**src/pkg/dcc_pkg.sv**
```systemverilog
// Functional notes
// - Comparator 0 on while enable bit set
// - Comparator 0 result flag at bit one
// - Off comparator freezes its last result
// - Two-bit field picks interrupt edge mode
// - Sampling field picks unsampled or tick source
// - Reference select: internal zero, external one
// - Four-bit reference level, resets to eight
// - No sampling while in stop mode; unsampled channels still capture each cycle
// - Comparator 1 has its own enable
// - Interrupt raised on chosen result edge
package dcc_pkg;

  // ----------------------------------------
  // Register offsets
  // ----------------------------------------
  localparam logic [15:0] COMP0_ENABLE_RESULT_OFS = 16'hf950;
  localparam logic [15:0] COMP0_IRQ_SAMPLE_REF_OFS = 16'hf951;
  localparam logic [15:0] COMP0_REF_LEVEL_OFS = 16'hf952;
  localparam logic [15:0] COMP1_ENABLE_RESULT_OFS = 16'hf954;
  localparam logic [15:0] COMP1_IRQ_SAMPLE_OFS = 16'hf955;
  localparam logic [15:0] COMP1_REF_LEVEL_OFS = 16'hf956;
  localparam logic [15:0] IRQ_STATUS_OFS = 16'hf958;
  localparam logic [15:0] IRQ_CLEAR_OFS = 16'hf959;
  localparam logic [15:0] IRQ_ENABLE_OFS = 16'hf95a;

  // ----------------------------------------
  // Field positions
  // ----------------------------------------
  localparam int ON_BIT = 0;
  localparam int RESULT_BIT = 1;
  localparam int EDGE_LSB = 0;
  localparam int SAMPLE_LSB = 2;
  localparam int REF_SOURCE_BIT = 4;
  localparam int REF_CODE_LSB = 0;

  // ----------------------------------------
  // Reset values
  // ----------------------------------------
  localparam logic [7:0] ENABLE_RESULT_RST = 8'h00;
  localparam logic [7:0] IRQ_SAMPLE_RST = 8'h00;
  localparam logic [3:0] REF_CODE_RST = 4'h8;

  // ----------------------------------------
  // Encodings and timing
  // ----------------------------------------
  localparam logic [1:0] EDGE_NONE = 2'h0;
  localparam logic [1:0] EDGE_FALL = 2'h1;
  localparam logic [1:0] EDGE_RISE = 2'h2;
  localparam logic [1:0] EDGE_BOTH = 2'h3;
  localparam int SETTLE_MS = 3;
  localparam int CLK_HZ = 50000000;
  localparam int SETTLE_CYCLES = SETTLE_MS * (CLK_HZ / 1000);

  typedef enum logic [1:0] {
    DCC_SAMP_NONE,
    DCC_SAMP_16K,
    DCC_SAMP_128K,
    DCC_SAMP_256K
  } dcc_samp_t;

  typedef struct packed {
    logic [1:0] edge_sel;
    dcc_samp_t sample_sel;
  } dcc_chan_cfg_t;

  typedef struct packed {
    logic tick_16k;
    logic tick_128k;
    logic tick_256k;
  } dcc_ticks_t;

endpackage : dcc_pkg

```
**src/rtl/dcc_top.sv**
```systemverilog
// Implementation choice: the strobed register port.
`timescale 1ns/100ps
`default_nettype none
module dcc_top (
  input wire logic CLK,
  input wire logic RESET,
  input wire logic [15:0] ADDR,
  input wire logic [7:0] WDATA,
  input wire logic WR,
  input wire logic RD,
  output logic [7:0] RDATA,
  input wire logic COMP0_OUT_PIN,
  input wire logic COMP1_OUT_PIN,
  input wire dcc_pkg::dcc_ticks_t TICKS,
  input wire logic STOP_MODE,
  output logic COMP0_ON,
  output logic COMP1_ON,
  output logic COMP0_REF_SOURCE,
  output logic [3:0] COMP0_REF_CODE,
  output logic [3:0] COMP1_REF_CODE,
  output logic COMP_IRQ
);

  // ----------------------------------------
  // Control registers
  // ----------------------------------------
  logic comp0_on_q;
  logic comp1_on_q;
  logic [4:0] cfg0_q;
  logic [3:0] cfg1_q;
  logic [3:0] ref0_q;
  logic [3:0] ref1_q;
  logic [1:0] irq_en_q;

  always_ff @(posedge CLK or posedge RESET) begin
    if (RESET) begin
      comp0_on_q <= dcc_pkg::ENABLE_RESULT_RST[dcc_pkg::ON_BIT];
    end else if (WR && ADDR == dcc_pkg::COMP0_ENABLE_RESULT_OFS) begin
      comp0_on_q <= WDATA[dcc_pkg::ON_BIT];
    end
  end

  always_ff @(posedge CLK or posedge RESET) begin
    if (RESET) begin
      comp1_on_q <= dcc_pkg::ENABLE_RESULT_RST[dcc_pkg::ON_BIT];
    end else if (WR && ADDR == dcc_pkg::COMP1_ENABLE_RESULT_OFS) begin
      comp1_on_q <= WDATA[dcc_pkg::ON_BIT];
    end
  end

  always_ff @(posedge CLK or posedge RESET) begin
    if (RESET) begin
      cfg0_q <= dcc_pkg::IRQ_SAMPLE_RST[4:0];
    end else if (WR && ADDR == dcc_pkg::COMP0_IRQ_SAMPLE_REF_OFS) begin
      cfg0_q <= WDATA[4:0];
    end
  end

  always_ff @(posedge CLK or posedge RESET) begin
    if (RESET) begin
      cfg1_q <= dcc_pkg::IRQ_SAMPLE_RST[3:0];
    end else if (WR && ADDR == dcc_pkg::COMP1_IRQ_SAMPLE_OFS) begin
      cfg1_q <= WDATA[3:0];
    end
  end

  always_ff @(posedge CLK or posedge RESET) begin
    if (RESET) begin
      ref0_q <= dcc_pkg::REF_CODE_RST;
    end else if (WR && ADDR == dcc_pkg::COMP0_REF_LEVEL_OFS) begin
      ref0_q <= WDATA[3:0];
    end
  end

  always_ff @(posedge CLK or posedge RESET) begin
    if (RESET) begin
      ref1_q <= dcc_pkg::REF_CODE_RST;
    end else if (WR && ADDR == dcc_pkg::COMP1_REF_LEVEL_OFS) begin
      ref1_q <= WDATA[3:0];
    end
  end

  always_ff @(posedge CLK or posedge RESET) begin
    if (RESET) begin
      irq_en_q <= 2'h0;
    end else if (WR && ADDR == dcc_pkg::IRQ_ENABLE_OFS) begin
      irq_en_q <= WDATA[1:0];
    end
  end

  assign COMP0_ON = comp0_on_q;
  assign COMP1_ON = comp1_on_q;
  assign COMP0_REF_SOURCE = cfg0_q[dcc_pkg::REF_SOURCE_BIT];
  assign COMP0_REF_CODE = ref0_q;
  assign COMP1_REF_CODE = ref1_q;

  // ----------------------------------------
  // Result capture
  // ----------------------------------------
  logic [1:0] pin_s;
  logic res0_q;
  logic res1_q;

  dcc_sync #(.WIDTH(2)) u_sync (
    .clk(CLK),
    .reset(RESET),
    .d({COMP1_OUT_PIN, COMP0_OUT_PIN}),
    .q(pin_s)
  );

  // Held while off: the analogue output is meaningless then
  always_ff @(posedge CLK or posedge RESET) begin
    if (RESET) begin
      res0_q <= 1'b0;
      res1_q <= 1'b0;
    end else begin
      if (comp0_on_q) res0_q <= pin_s[0];
      if (comp1_on_q) res1_q <= pin_s[1];
    end
  end

  // ----------------------------------------
  // Edge detection per channel
  // ----------------------------------------
  logic [1:0] hit;
  dcc_pkg::dcc_chan_cfg_t ch_cfg [2];
  logic [1:0] res_vec;

  assign ch_cfg[0] = dcc_pkg::dcc_chan_cfg_t'({cfg0_q[1:0], cfg0_q[3:2]});
  assign ch_cfg[1] = dcc_pkg::dcc_chan_cfg_t'({cfg1_q[1:0], cfg1_q[3:2]});
  assign res_vec = {res1_q, res0_q};

  genvar gi;
  generate
    for (gi = 0; gi < 2; gi++) begin : g_ch
      dcc_edge u_edge (
        .clk(CLK),
        .reset(RESET),
        .level(res_vec[gi]),
        .cfg(ch_cfg[gi]),
        .ticks(TICKS),
        .stop_mode(STOP_MODE),
        .edge_hit(hit[gi])
      );
    end
  endgenerate

  // ----------------------------------------
  // Interrupt status
  // ----------------------------------------
  logic [1:0] status_q;
  logic [1:0] clr;

  assign clr = (WR && ADDR == dcc_pkg::IRQ_CLEAR_OFS) ? WDATA[1:0] : 2'h0;

  // Set wins over a same-cycle clear
  always_ff @(posedge CLK or posedge RESET) begin
    if (RESET) begin
      status_q <= 2'h0;
    end else begin
      status_q <= (status_q & ~clr) | hit;
    end
  end

  assign COMP_IRQ = |(status_q & irq_en_q);

  // ----------------------------------------
  // Read port
  // ----------------------------------------
  logic [7:0] rdata_d;

  always_comb begin
    rdata_d = 8'h00;
    case (ADDR)
      dcc_pkg::COMP0_ENABLE_RESULT_OFS: rdata_d = {6'h00, res0_q, comp0_on_q};
      dcc_pkg::COMP1_ENABLE_RESULT_OFS: rdata_d = {6'h00, res1_q, comp1_on_q};
      dcc_pkg::COMP0_IRQ_SAMPLE_REF_OFS: rdata_d = {3'h0, cfg0_q};
      dcc_pkg::COMP1_IRQ_SAMPLE_OFS: rdata_d = {4'h0, cfg1_q};
      dcc_pkg::COMP0_REF_LEVEL_OFS: rdata_d = {4'h0, ref0_q};
      dcc_pkg::COMP1_REF_LEVEL_OFS: rdata_d = {4'h0, ref1_q};
      dcc_pkg::IRQ_STATUS_OFS: rdata_d = {6'h00, status_q};
      dcc_pkg::IRQ_ENABLE_OFS: rdata_d = {6'h00, irq_en_q};
      default: rdata_d = 8'h00;
    endcase
  end

  always_ff @(posedge CLK or posedge RESET) begin
    if (RESET) begin
      RDATA <= 8'h00;
    end else if (RD) begin
      RDATA <= rdata_d;
    end else begin
      RDATA <= 8'h00;
    end
  end

  // ----------------------------------------
  // Checks
  // ----------------------------------------
  property p_freeze0;
    @(posedge CLK) disable iff (RESET)
      !comp0_on_q |=> $stable(res0_q);
  endproperty
  a_freeze0: assert property (p_freeze0) else $error("result 0 moved while off");

  property p_freeze1;
    @(posedge CLK) disable iff (RESET)
      !comp1_on_q |=> $stable(res1_q);
  endproperty
  a_freeze1: assert property (p_freeze1) else $error("result 1 moved while off");

  property p_track0;
    @(posedge CLK) disable iff (RESET)
      comp0_on_q |=> (res0_q == $past(pin_s[0]));
  endproperty
  a_track0: assert property (p_track0) else $error("result 0 not tracking");

  property p_enable_write;
    @(posedge CLK) disable iff (RESET)
      (WR && ADDR == dcc_pkg::COMP1_ENABLE_RESULT_OFS) |=> (COMP1_ON == $past(WDATA[0]));
  endproperty
  a_enable_write: assert property (p_enable_write) else $error("comp1 enable lost");

  property p_on0;
    @(posedge CLK) disable iff (RESET)
      (WR && ADDR == dcc_pkg::COMP0_ENABLE_RESULT_OFS) |=> (COMP0_ON == $past(WDATA[0]));
  endproperty
  a_on0: assert property (p_on0) else $error("comp0 enable lost");

  property p_hit_sets;
    @(posedge CLK) disable iff (RESET)
      hit[0] |=> status_q[0];
  endproperty
  a_hit_sets: assert property (p_hit_sets) else $error("hit not latched");

  property p_irq_level;
    @(posedge CLK) disable iff (RESET)
      (status_q[1] && irq_en_q[1]) |-> COMP_IRQ;
  endproperty
  a_irq_level: assert property (p_irq_level) else $error("irq not raised");

  property p_ref_src;
    @(posedge CLK) disable iff (RESET)
      (WR && ADDR == dcc_pkg::COMP0_IRQ_SAMPLE_REF_OFS) |=> (COMP0_REF_SOURCE == $past(WDATA[4]));
  endproperty
  a_ref_src: assert property (p_ref_src) else $error("ref source lost");

  property p_track1;
    @(posedge CLK) disable iff (RESET)
      comp1_on_q |=> (res1_q == $past(pin_s[1]));
  endproperty
  a_track1: assert property (p_track1) else $error("result 1 not tracking");

  property p_hit_sets1;
    @(posedge CLK) disable iff (RESET)
      hit[1] |=> status_q[1];
  endproperty
  a_hit_sets1: assert property (p_hit_sets1) else $error("hit 1 not latched");

  property p_irq_level0;
    @(posedge CLK) disable iff (RESET)
      (status_q[0] && irq_en_q[0]) |-> COMP_IRQ;
  endproperty
  a_irq_level0: assert property (p_irq_level0) else $error("irq 0 not raised");

  property p_irq_quiet;
    @(posedge CLK) disable iff (RESET)
      ((status_q & irq_en_q) == 2'h0) |-> !COMP_IRQ;
  endproperty
  a_irq_quiet: assert property (p_irq_quiet) else $error("irq without enabled status");

  property p_sticky0;
    @(posedge CLK) disable iff (RESET)
      (status_q[0] && !clr[0]) |=> status_q[0];
  endproperty
  a_sticky0: assert property (p_sticky0) else $error("status 0 dropped");

  property p_sticky1;
    @(posedge CLK) disable iff (RESET)
      (status_q[1] && !clr[1]) |=> status_q[1];
  endproperty
  a_sticky1: assert property (p_sticky1) else $error("status 1 dropped");

  property p_no_ghost0;
    @(posedge CLK) disable iff (RESET)
      (!hit[0] && !status_q[0]) |=> !status_q[0];
  endproperty
  a_no_ghost0: assert property (p_no_ghost0) else $error("status 0 set without edge");

  property p_no_ghost1;
    @(posedge CLK) disable iff (RESET)
      (!hit[1] && !status_q[1]) |=> !status_q[1];
  endproperty
  a_no_ghost1: assert property (p_no_ghost1) else $error("status 1 set without edge");

  property p_rdata_idle;
    @(posedge CLK) disable iff (RESET)
      !RD |=> (RDATA == 8'h00);
  endproperty
  a_rdata_idle: assert property (p_rdata_idle) else $error("read data without strobe");

  property p_read0;
    @(posedge CLK) disable iff (RESET)
      (RD && ADDR == dcc_pkg::COMP0_ENABLE_RESULT_OFS) |=>
        (RDATA == {6'h00, $past(res0_q), $past(comp0_on_q)});
  endproperty
  a_read0: assert property (p_read0) else $error("result 0 read wrong");

  property p_read1;
    @(posedge CLK) disable iff (RESET)
      (RD && ADDR == dcc_pkg::COMP1_ENABLE_RESULT_OFS) |=>
        (RDATA == {6'h00, $past(res1_q), $past(comp1_on_q)});
  endproperty
  a_read1: assert property (p_read1) else $error("result 1 read wrong");

  property p_ref0_write;
    @(posedge CLK) disable iff (RESET)
      (WR && ADDR == dcc_pkg::COMP0_REF_LEVEL_OFS) |=> (COMP0_REF_CODE == $past(WDATA[3:0]));
  endproperty
  a_ref0_write: assert property (p_ref0_write) else $error("ref level 0 lost");

  property p_ref1_write;
    @(posedge CLK) disable iff (RESET)
      (WR && ADDR == dcc_pkg::COMP1_REF_LEVEL_OFS) |=> (COMP1_REF_CODE == $past(WDATA[3:0]));
  endproperty
  a_ref1_write: assert property (p_ref1_write) else $error("ref level 1 lost");

  property p_ref0_hold;
    @(posedge CLK) disable iff (RESET)
      !(WR && ADDR == dcc_pkg::COMP0_REF_LEVEL_OFS) |=> $stable(COMP0_REF_CODE);
  endproperty
  a_ref0_hold: assert property (p_ref0_hold) else $error("ref level 0 moved");

  property p_on0_hold;
    @(posedge CLK) disable iff (RESET)
      !(WR && ADDR == dcc_pkg::COMP0_ENABLE_RESULT_OFS) |=> $stable(COMP0_ON);
  endproperty
  a_on0_hold: assert property (p_on0_hold) else $error("comp0 enable moved");

  property p_on1_hold;
    @(posedge CLK) disable iff (RESET)
      !(WR && ADDR == dcc_pkg::COMP1_ENABLE_RESULT_OFS) |=> $stable(COMP1_ON);
  endproperty
  a_on1_hold: assert property (p_on1_hold) else $error("comp1 enable moved");

  property p_mode0;
    @(posedge CLK) disable iff (RESET)
      (WR && ADDR == dcc_pkg::COMP0_IRQ_SAMPLE_REF_OFS) |=> (cfg0_q[3:0] == $past(WDATA[3:0]));
  endproperty
  a_mode0: assert property (p_mode0) else $error("comp0 mode lost");

  property p_mode1;
    @(posedge CLK) disable iff (RESET)
      (WR && ADDR == dcc_pkg::COMP1_IRQ_SAMPLE_OFS) |=> (cfg1_q == $past(WDATA[3:0]));
  endproperty
  a_mode1: assert property (p_mode1) else $error("comp1 mode lost");

endmodule : dcc_top
`default_nettype wire

```
**src/rtl/dcc_sync.sv**
```systemverilog
`timescale 1ns/100ps
`default_nettype none
module dcc_sync #(
  parameter int WIDTH = 2
) (
  input wire logic clk,
  input wire logic reset,
  input wire logic [WIDTH-1:0] d,
  output logic [WIDTH-1:0] q
);

  logic [WIDTH-1:0] meta_q;

  initial begin
    if (WIDTH < 1) begin
      $error("dcc_sync: WIDTH must be at least one");
    end
  end

  // First stage feeds only the second
  always_ff @(posedge clk or posedge reset) begin
    if (reset) begin
      meta_q <= '0;
      q <= '0;
    end else begin
      meta_q <= d;
      q <= meta_q;
    end
  end

endmodule : dcc_sync
`default_nettype wire

```
**src/rtl/dcc_edge.sv**
```systemverilog
`timescale 1ns/100ps
`default_nettype none
module dcc_edge (
  input wire logic clk,
  input wire logic reset,
  input wire logic level,
  input wire dcc_pkg::dcc_chan_cfg_t cfg,
  input wire dcc_pkg::dcc_ticks_t ticks,
  input wire logic stop_mode,
  output logic edge_hit
);

  logic tick_sel;
  logic src_q;
  logic prev_q;
  logic prime_q;
  logic capture;

  always_comb begin
    case (cfg.sample_sel)
      dcc_pkg::DCC_SAMP_16K: tick_sel = ticks.tick_16k;
      dcc_pkg::DCC_SAMP_128K: tick_sel = ticks.tick_128k;
      dcc_pkg::DCC_SAMP_256K: tick_sel = ticks.tick_256k;
      default: tick_sel = 1'b0;
    endcase
  end

  // Ticks halt in stop, so only unsampled channels still capture there
  assign capture = (cfg.sample_sel == dcc_pkg::DCC_SAMP_NONE) ? 1'b1
                 : (tick_sel && !stop_mode);

  always_ff @(posedge clk or posedge reset) begin
    if (reset) begin
      src_q <= 1'b0;
      prev_q <= 1'b0;
      prime_q <= 1'b0;
    end else if (capture) begin
      src_q <= level;
      prev_q <= src_q;
      prime_q <= 1'b1;
    end
  end

  logic cap_q;
  always_ff @(posedge clk or posedge reset) begin
    if (reset) begin
      cap_q <= 1'b0;
    end else begin
      cap_q <= capture;
    end
  end

  // Compare successive captures only once after each capture
  always_comb begin
    edge_hit = 1'b0;
    if (cap_q && prime_q) begin
      case (cfg.edge_sel)
        dcc_pkg::EDGE_FALL: edge_hit = prev_q && !src_q;
        dcc_pkg::EDGE_RISE: edge_hit = !prev_q && src_q;
        dcc_pkg::EDGE_BOTH: edge_hit = prev_q ^ src_q;
        default: edge_hit = 1'b0;
      endcase
    end
  end

  property p_no_hit_disabled;
    @(posedge clk) disable iff (reset)
      (cfg.edge_sel == dcc_pkg::EDGE_NONE) |-> !edge_hit;
  endproperty
  a_no_hit_disabled: assert property (p_no_hit_disabled) else $error("edge with irq off");

  property p_stop_no_sample;
    @(posedge clk) disable iff (reset)
      (stop_mode && cfg.sample_sel != dcc_pkg::DCC_SAMP_NONE) |=> $stable(src_q);
  endproperty
  a_stop_no_sample: assert property (p_stop_no_sample) else $error("sampled in stop");

endmodule : dcc_edge
`default_nettype wire

```
**config.mk**
```make
export PLATFORM = sky130hd
export DESIGN_NAME = dcc_top
export DESIGN_NICKNAME = d
export VERILOG_FILES = /design/src/pkg/dcc_pkg.sv /design/src/rtl/dcc_top.sv /design/src/rtl/dcc_sync.sv /design/src/rtl/dcc_edge.sv
export SDC_FILE = /design/constraint.sdc
export NUM_CORES = 1
export LEC_CHECK = 0
export ABC_AREA = 1
export BUFFER_PORTS_ARGS = -buffer_cell sky130_fd_sc_hd__buf_2
export CORE_AREA = 2 2 72 74
export CTS_CLUSTER_SIZE = 24
export DETAILED_ROUTE_END_ITERATION = 16
export DIE_AREA = 0 0 74 76
export PLACE_DENSITY = 0.69
export REMOVE_ABC_BUFFERS = 1
export SLEW_MARGIN = 40
export SYNTH_ARGS = -nofsm -noshare
export SYNTH_HDL_FRONTEND = slang
export SYNTH_SLANG_ARGS = --single-unit
export TNS_END_PERCENT = 50
```
**constraint.sdc**
```tcl
create_clock -name CLK -period 1.6 [get_ports CLK]
set_input_delay 0.16 -clock CLK [delete_from_list [all_inputs] [get_ports CLK]]
set_output_delay 0.16 -clock CLK [all_outputs]
set_load 0.005 [all_outputs]
```
==> results.tsv, run 1 <==
stage	metric	value	unit
timing	Layout Skew	0.00845	ns
timing	unrepaired setup endpoints after global routing	false	
clock_network	Max clock buf depth	2	
timing	# setup viols final	0	
routing	Residual DRC	0	
routing	DR vias/cell	4.81	
critical_path	Worst setup SP type	flip-flop	
die	die area	0.00562	mm2
clock_network	CTS Root Buffer Type	clkbuf_8	
critical_path	FF-to-FF End	g_ch[0].u_edge.prime_q$_DFFE_PP0P_	
critical_path	critical path class	flip-flop to output port	
critical_path	Worst Reg2Reg Path Length in Cells	5	
synth	Syn Area/Cell	8.23	um2
synth	leading area contributor after synthesis	dfrtp_1	
placed_design	port bufs	47	
power_and_ir_drop	P_leak	1.36	nW
clock_network	H-tree lvl count	2	
cells_and_area	Multi-input gate area	971	um2
die	DIE WIDTH	74	um
global_routing	total congestion overflow	0	
placed_design	DP Wirelength	3.65	mm
clock_network	clock sink total	42	
synth	Seq cells post-synth	42	
clock_network	Num CTS Buffers	5	
critical_path	CP max stage cell	dfrtp_1	
run_status	outcome	finished, final reports clean	
timing	Final min period	1.24	ns
synth	Post-Syn Area	0.00218	mm2
clock_network	# Post-CTS Setup Buffers	0	
clock_network	Clk Latency, worst-skew pair	0.30	ns
critical_path	max incr delay on CP	0.42	ns
routing	WL per Instance	12.0	um
routing	ANT nets after route	0	
critical_path	crit-path cells	a22o_1 > buf_2	
synth	Post-synth top cells	64 x nand2_1, 40 x dfrtp_1, 28 x inv_1	
synth	Yosys top cell area share	0.459	
routing	initial drt markers	113	
clock_network	Worst-path clk slew	0.08	ns
critical_path	CP Capture Type	output port	
synth	top-count cell post-synth	nand2_1	
power_and_ir_drop	Pwr Total	2.04	mW
cells_and_area	Final nets	360	
synth	ranking of synthesized cells by area	dfrtp_1 46%, nand2_1 11%, o21ai_0 5.3%	
critical_path	CP arrival	1.08	ns
worst_hold_path	Hold Path Cell Cnt	3	
critical_path	worst path bufs/invs	1	
timing	Slew headroom	0.652	
global_routing	total global-route track usage	0.179	
global_routing	largest net degree at the start of global routing	43	
synth	Async SR Flop Fraction	1.00	
power_and_ir_drop	NetSw	0.457	mW
cells_and_area	fraction of layout cells with a size suffix above 1	0.260	
critical_path	CP delay by family, top	flip-flops	
power_and_ir_drop	PwrDens	775	mW/mm2
timing	max-slew violations	0	
job	max-capacitance violation count	0	
synth	Seq/Total Area, Yosys	0.483	
synth	EDFF count, synth	0	
timing	fin crit share	0.777	
timing	Worst-Margin Slew	0.521	ns
power_and_ir_drop	sw frac	0.224	
power_and_ir_drop	Pint	1.58	mW
cells_and_area	Sequential Area	0.00105	mm2
worst_hold_path	Hold EP	cfg0_q[4]$_DFFE_PP0P_	
die	Initial Utilization	0.444	
critical_path	CP required	1.44	ns
synth	Most used DFF post-synth	dfrtp_1	
die	number of top-level pins	54	
synth	Netlist cell types	24	
critical_path	CP Max Fanout	3	
routing	DRT Wirelength	4.70	mm
global_routing	vias in the first global route	1700	
global_routing	antenna violations before repair	0	
global_routing	global-route wire length before repair	7.76	mm
power_and_ir_drop	Worst VDD drop	421	uV
power_and_ir_drop	sequential fraction of design power	0.526	
critical_path	FF-to-FF Start	cfg0_q[2]$_DFFE_PP0P_	
worst_hold_path	hold path start	WDATA[4]	
routing	DR pass1 iterations	4	
synth	yosys warns	0	
die	core box area	0.00491	mm2
timing	Setup TNS Final	0	ns
routing	total vias in the final route	1889	
cells_and_area	area added between synthesis and finish	20.8	%
timing	fmax	0.804	GHz
die	row cnt	26	
power_and_ir_drop	combinational group share of total power	0.065	
placed_design	placer congestion estimate	0.865	
timing	Hold Fails Final Rpt	0	
cells_and_area	# diodes	0	
worst_hold_path	Hold WC Path Type	primary input to flip-flop	
cells_and_area	Filler cells	469	
power_and_ir_drop	Clk pwr share	0.410	
clock_network	CTS tree	done	
die	die height	76	um
synth	post-synthesis instance total	265	
critical_path	FF-to-FF setup slack	0.36	ns
logic make-up after synthesis:
family          Yosys count  share of synthesized area
compound gates           48                      0.126
fa+ha+maj                 4                     0.0229
buf+inv                  36                     0.0752
flops                    42                      0.483
mux                       2                     0.0103
other cells               1                    0.00172
simple gates            132                      0.281
sequential cells by signal (all words and copies together), names as in the netlist, 4 cells and up:
signal / count
cfg0_q: 5
cfg1_q: 4
COMP0_REF_CODE: 4
RDATA: 5
COMP1_REF_CODE: 4
stage by stage:
| step | hold WS, ns | std cells | utilization | instance area, um2 | worst slack, ns |
|---|---|---|---|---|---|
| finish | 0.0791 | 393 | 0.536 | 2630 | 0.356 |
| global route | 0.0807 | 393 | 0.536 | 2630 | 0.261 |
| CTS | 0.0792 | 393 | 0.536 | 2630 | 0.359 |
| detailed placement | 0.269 | 382 | 0.508 | 2490 | 0.220 |
| global placement | 0.268 | 382 | 0.508 | 2490 | 0.239 |
| floorplan | 0.191 | 260 | - | 2130 | 0.238 |
power by group through the flow:
stage	combinational (mW)	clock (mW)	sequential, mW
6_report	0.132	0.836	1.07
2_1_floorplan	0.0629	0	1.09
4_1_cts	0.135	0.858	1.07
5_1_grt	0.150	0.910	1.07
3_3_place_gp	0.126	0	1.09
3_5_place_dp	0.129	0	1.09
cell type report:
type                            count  area share
Clock buffer                        6      0.0276
Clock inverter                      2      0.0143
Inverter                           29      0.0413
Multi-Input combinational cell    189       0.369
Sequential cell                    42       0.400
Tap cell                           70      0.0333
Timing Repair Buffer               55       0.115
worst max path at each step:
stage | endpoint | start | cells after the start
2_1_floorplan | cfg0_q[1]$_DFFE_PP0P_ | ADDR[9] | 7
3_5_place_dp | cfg0_q[1]$_DFFE_PP0P_ | ADDR[2] | 8
5_1_grt | g_ch[1].u_edge.prime_q$_DFFE_PP0P_ | cfg1_q[3]$_DFFE_PP0P_ | 4
4_1_cts | COMP_IRQ | status_q[1]$_DFF_PP0_ | 2
6_report | COMP_IRQ | status_q[1]$_DFF_PP0_ | 2
3_3_place_gp | cfg1_q[1]$_DFFE_PP0P_ | ADDR[9] | 9
placed cells by master (no fill, tap or decap), types with 7 or more instances in the layout:
cell	n
nand2_1	64
buf_2	47
dfrtp_1	40
inv_1	28
nor2_1	26
o21ai_0	23
nand3_1	22
o21a_1	8
nor2_4	7
tightest hold or removal path: stages:
cell and delay (ns):
buf_2 0.09, nand2_1 0.04, nand2_1 0.05
what timing repair did:
action / 4_1_cts / 5_1_grt
endpoints found under the hold margin: 23 / 0
resized for setup: 0 / 0
hold buffers: 3 / 0
setup endpoints to repair: 0 / 0
routing by layer:
| metal | track usage | part of all wire | vias to the layer above |
|---|---|---|---|
| li1 | - | - | 956 |
| met1 | 0.244 | 0.44 | 854 |
| met2 | 0.274 | 0.48 | 67 |
| met3 | 0.0423 | 0.061 | 12 |
| met4 | 0.0691 | 0.021 | 0 |
| met5 | 0 | 0 | - |
No activity file was read; power rests on OpenSTA's default activity.
==> run 2, diff against run 1 <==
- ABC_AREA: 1 -> 0
- CORE_AREA: 2 2 72 74 -> 2 2 70 72
- DIE_AREA: 0 0 74 76 -> 0 0 72 74
- PLACE_DENSITY: 0.69 -> 0.73
- clock period: 1.6 -> 1.1 ns (I/O delays scaled with it)
==> run 2 against run 1 <==
The run now ends with setup timing left. First-iteration DRC count down 36%. Largest power group unchanged. Clock power up 75%. Count of clock-buffer cells in the layout down 1. Worst hold slack better by 0.019 ns. Critical path type is now primary input to flip-flop. Flip-flop and latch count unchanged. Via count down 12%.
==> results.tsv, run 2 <==
stage	metric	value	unit	change
synth	Netlist cell types	37		+54%
run_status	failing checks	setup timing		
timing	max-slew violations	0		unchanged
global_routing	global-route wire length before repair	8.06	mm	+3.8%
power_and_ir_drop	Clk pwr share	0.444		+0.034
cells_and_area	area added between synthesis and finish	44.5	%	
clock_network	H-tree lvl count	2		unchanged
die	core box area	0.00460	mm2	-6.4%
synth	Seq/Total Area, Yosys	0.510		+0.0266
clock_network	CTS Root Buffer Type	clkbuf_8		
timing	Hold Fails Final Rpt	0		unchanged
synth	Async SR Flop Fraction	1.00		unchanged
synth	yosys warns	0		unchanged
die	die height	74	um	-2.6%
routing	DRT Wirelength	5.30	mm	+13%
cells_and_area	fraction of layout cells with a size suffix above 1	0.530		+0.270
timing	Layout Skew	0.00490	ns	-0.00354 ns
global_routing	vias in the first global route	1673		-1.6%
die	row cnt	25		-3.8%
power_and_ir_drop	Worst VDD drop	859	uV	+100%
critical_path	CP required	1.28	ns	-0.16 ns
routing	Residual DRC	0		unchanged
clock_network	Worst-path clk slew	0.08	ns	about the same
run_status	outcome	complete, but fails checks		
worst_hold_path	Hold WC Path Type	primary input to flip-flop		
global_routing	total global-route track usage	0.203		+0.0241
routing	total vias in the final route	1664		-12%
synth	leading area contributor after synthesis	dfrtp_1		
timing	fmax	0.783	GHz	
timing	fin crit share	1.16		
global_routing	antenna violations before repair	0		unchanged
clock_network	CTS tree	done		
die	number of top-level pins	54		unchanged
cells_and_area	commonest non-fill, non-tap cells in the layout	43 x buf_2, 40 x dfrtp_1, 34 x buf_4		
power_and_ir_drop	sw frac	0.211		-0.0127
power_and_ir_drop	PwrDens	1100	mW/mm2	+42%
timing	unrepaired setup endpoints after global routing	true		
synth	Post-Syn Area	0.00207	mm2	-5.2%
cells_and_area	commonest non-fill, non-tap cell in the layout	buf_2		
clock_network	Num CTS Buffers	5		unchanged
synth	Most used DFF post-synth	dfrtp_1		
synth	Post-synth top cells	40 x dfrtp_1, 23 x mux2_2, 13 x mux2i_1		
routing	WL per Instance	16.6	um	+39%
synth	Seq cells post-synth	42		unchanged
synth	ranking of synthesized cells by area	dfrtp_1 48%, mux2_2 13%, mux2i_1 6.3%		
synth	top-count cell post-synth	dfrtp_1		
synth	Yosys top cell area share	0.484		+0.0253
synth	post-synthesis instance total	173		-35%
power_and_ir_drop	sequential fraction of design power	0.473		-0.053
placed_design	DP Wirelength	3.58	mm	-1.8%
routing	DR vias/cell	5.20		+8.2%
synth	EDFF count, synth	0		unchanged
clock_network	Max clock buf depth	2		unchanged
critical_path	CP Max Fanout	5		+2
cells_and_area	# diodes	0		unchanged
routing	DR pass1 iterations	4		unchanged
power_and_ir_drop	P_leak	1.45	nW	+6.8%
routing	initial drt markers	72		-36%
die	Initial Utilization	0.450		+0.00556
global_routing	largest net degree at the start of global routing	43		unchanged
synth	Syn Area/Cell	11.9	um2	+45%
placed_design	placer congestion estimate	0.844		-2.5%
cells_and_area	biggest regs	RDATA (5), cfg0_q (5)		
die	DIE WIDTH	72	um	-2.7%
global_routing	total congestion overflow	0		unchanged
clock_network	clock sink total	42		unchanged
critical_path	CP Capture Type	flip-flop		
routing	ANT nets after route	0		unchanged
cells_and_area	final core occ	0.650		+0.113
cells_and_area	Final nets	303		-16%
cells_and_area	Filler cells	358		-24%
critical_path	Worst setup SP type	primary input		
power_and_ir_drop	NetSw	0.694	mW	+52%
power_and_ir_drop	Pint	2.59	mW	+64%
die	die area	0.00533	mm2	-5.3%
timing	Final WS setup	-0.177	ns	-0.534 ns
power_and_ir_drop	combinational group share of total power	0.084		+0.019
timing	Final min period	1.28	ns	
placed_design	port bufs	47		unchanged
critical_path	CP arrival	1.46	ns	+0.38 ns
placed_design	Inst Count DP	304		-20%
critical_path	critical path class	primary input to flip-flop		
cells_and_area	Cell Count, Final, Fillers Out	320		-19%
timing	# setup viols final	30		+30
job	max-capacitance violation count	0		unchanged
clock_network	Clk Latency, worst-skew pair	0.30	ns	about the same
## run 2: changes by cell type in the layout (fill, tap and decap cells not counted), moves of 8 or more
cell / delta
nor2_1: -18
o21a_1: -8
buf_4: +29
mux2_4: +18
nand3_1: -18
nand2_1: -55
mux2i_1: +12
o21ai_0: -22
inv_1: -17
## run 2: kinds of logic after synthesis
family / Yosys count / synth area share
simple gates: 52 / 0.171
mux: 36 / 0.188
compound gates: 22 / 0.0648
flops: 42 / 0.510
buf+inv: 16 / 0.0400
fa+ha+maj: 4 / 0.0242
other cells: 1 / 0.00181
## run 2: critical path, stage by stage
cell and delay, ns:
buf_6 0.08, and4bb_2 0.33, nand4_4 0.17, nor4_4 0.28
buf_4 0.18, mux2_4 0.29
## run 2: stage by stage
step           setup WS [ns]  instance area (um2)  power (mW)  TNS [ns]  hold WS (ns)
2_1_floorplan         -0.294                 2030        1.67     -5.53         0.141
3_3_place_gp          -0.540                 2600        1.82    -11.49         0.181
3_5_place_dp          -0.570                 2600        1.82    -12.12         0.184
4_1_cts               -0.182                 2910        3.29     -2.77        0.0627
5_1_grt               -0.200                 2990        3.42     -4.43        0.0716
6_report              -0.177                 2990        3.29     -3.33        0.0978
## run 2: path summary, 6_finish.rpt
path                                                 start                                 to  slack [ns]  depth (start not counted)
max in group asynchronous                            RESET      COMP1_REF_CODE[3]$_DFFE_PP1P_        0.43                          4
worst max-delay path                               ADDR[5]      COMP0_REF_CODE[2]$_DFFE_PP0P_       -0.18                          6
min in group asynchronous                            RESET  g_ch[0].u_edge.prev_q$_DFFE_PP0P_        0.40                          4
worst max register to register       cfg0_q[3]$_DFFE_PP0P_   g_ch[0].u_edge.src_q$_DFFE_PP0P_       -0.12                          3
worst min register to register  u_sync.meta_q[1]$_DFF_PP0_              u_sync.q[1]$_DFF_PP0_        0.35                          0
worst min-delay path                              WDATA[4]              cfg0_q[4]$_DFFE_PP0P_         0.1                          2
## run 2: power groups by stage
stage / Clock [mW] / Combinational, mW / Sequential [mW]
3_5_place_dp: 0 / 0.239 / 1.58
4_1_cts: 1.47 / 0.265 / 1.55
2_1_floorplan: 0 / 0.0821 / 1.58
3_3_place_gp: 0 / 0.234 / 1.58
6_report: 1.46 / 0.275 / 1.55
5_1_grt: 1.57 / 0.298 / 1.56
## run 2: final cells by class
type	instances	area (um2)	share of cell area
multi-input combinational	117	1090	0.364
clock buffer	5	68.8	0.0230
tap	54	67.6	0.0226
sequential	42	1050	0.353
timing repair buffer	88	599	0.201
clock inverter	3	68.8	0.0230
inverter	11	41.3	0.0138
## run 2: what timing repair did
item,in CTS,in global routing
endpoints found under the hold margin,42,0
endpoints found under the setup margin,30,35
cloned,0,0
resized for setup,31,15
pin swaps,8,6
setup buffers,4,1
hold buffers,3,0
## run 2: metal layers
metal / vias to the layer above / wire length (um) / global-route usage
met1: 803 / 2260 / 0.256
met2: 57 / 2660 / 0.344
li1: 794 / - / -
met5: - / 0 / 0
met4: 0 / 108 / 0.0755
met3: 10 / 269 / 0.0488
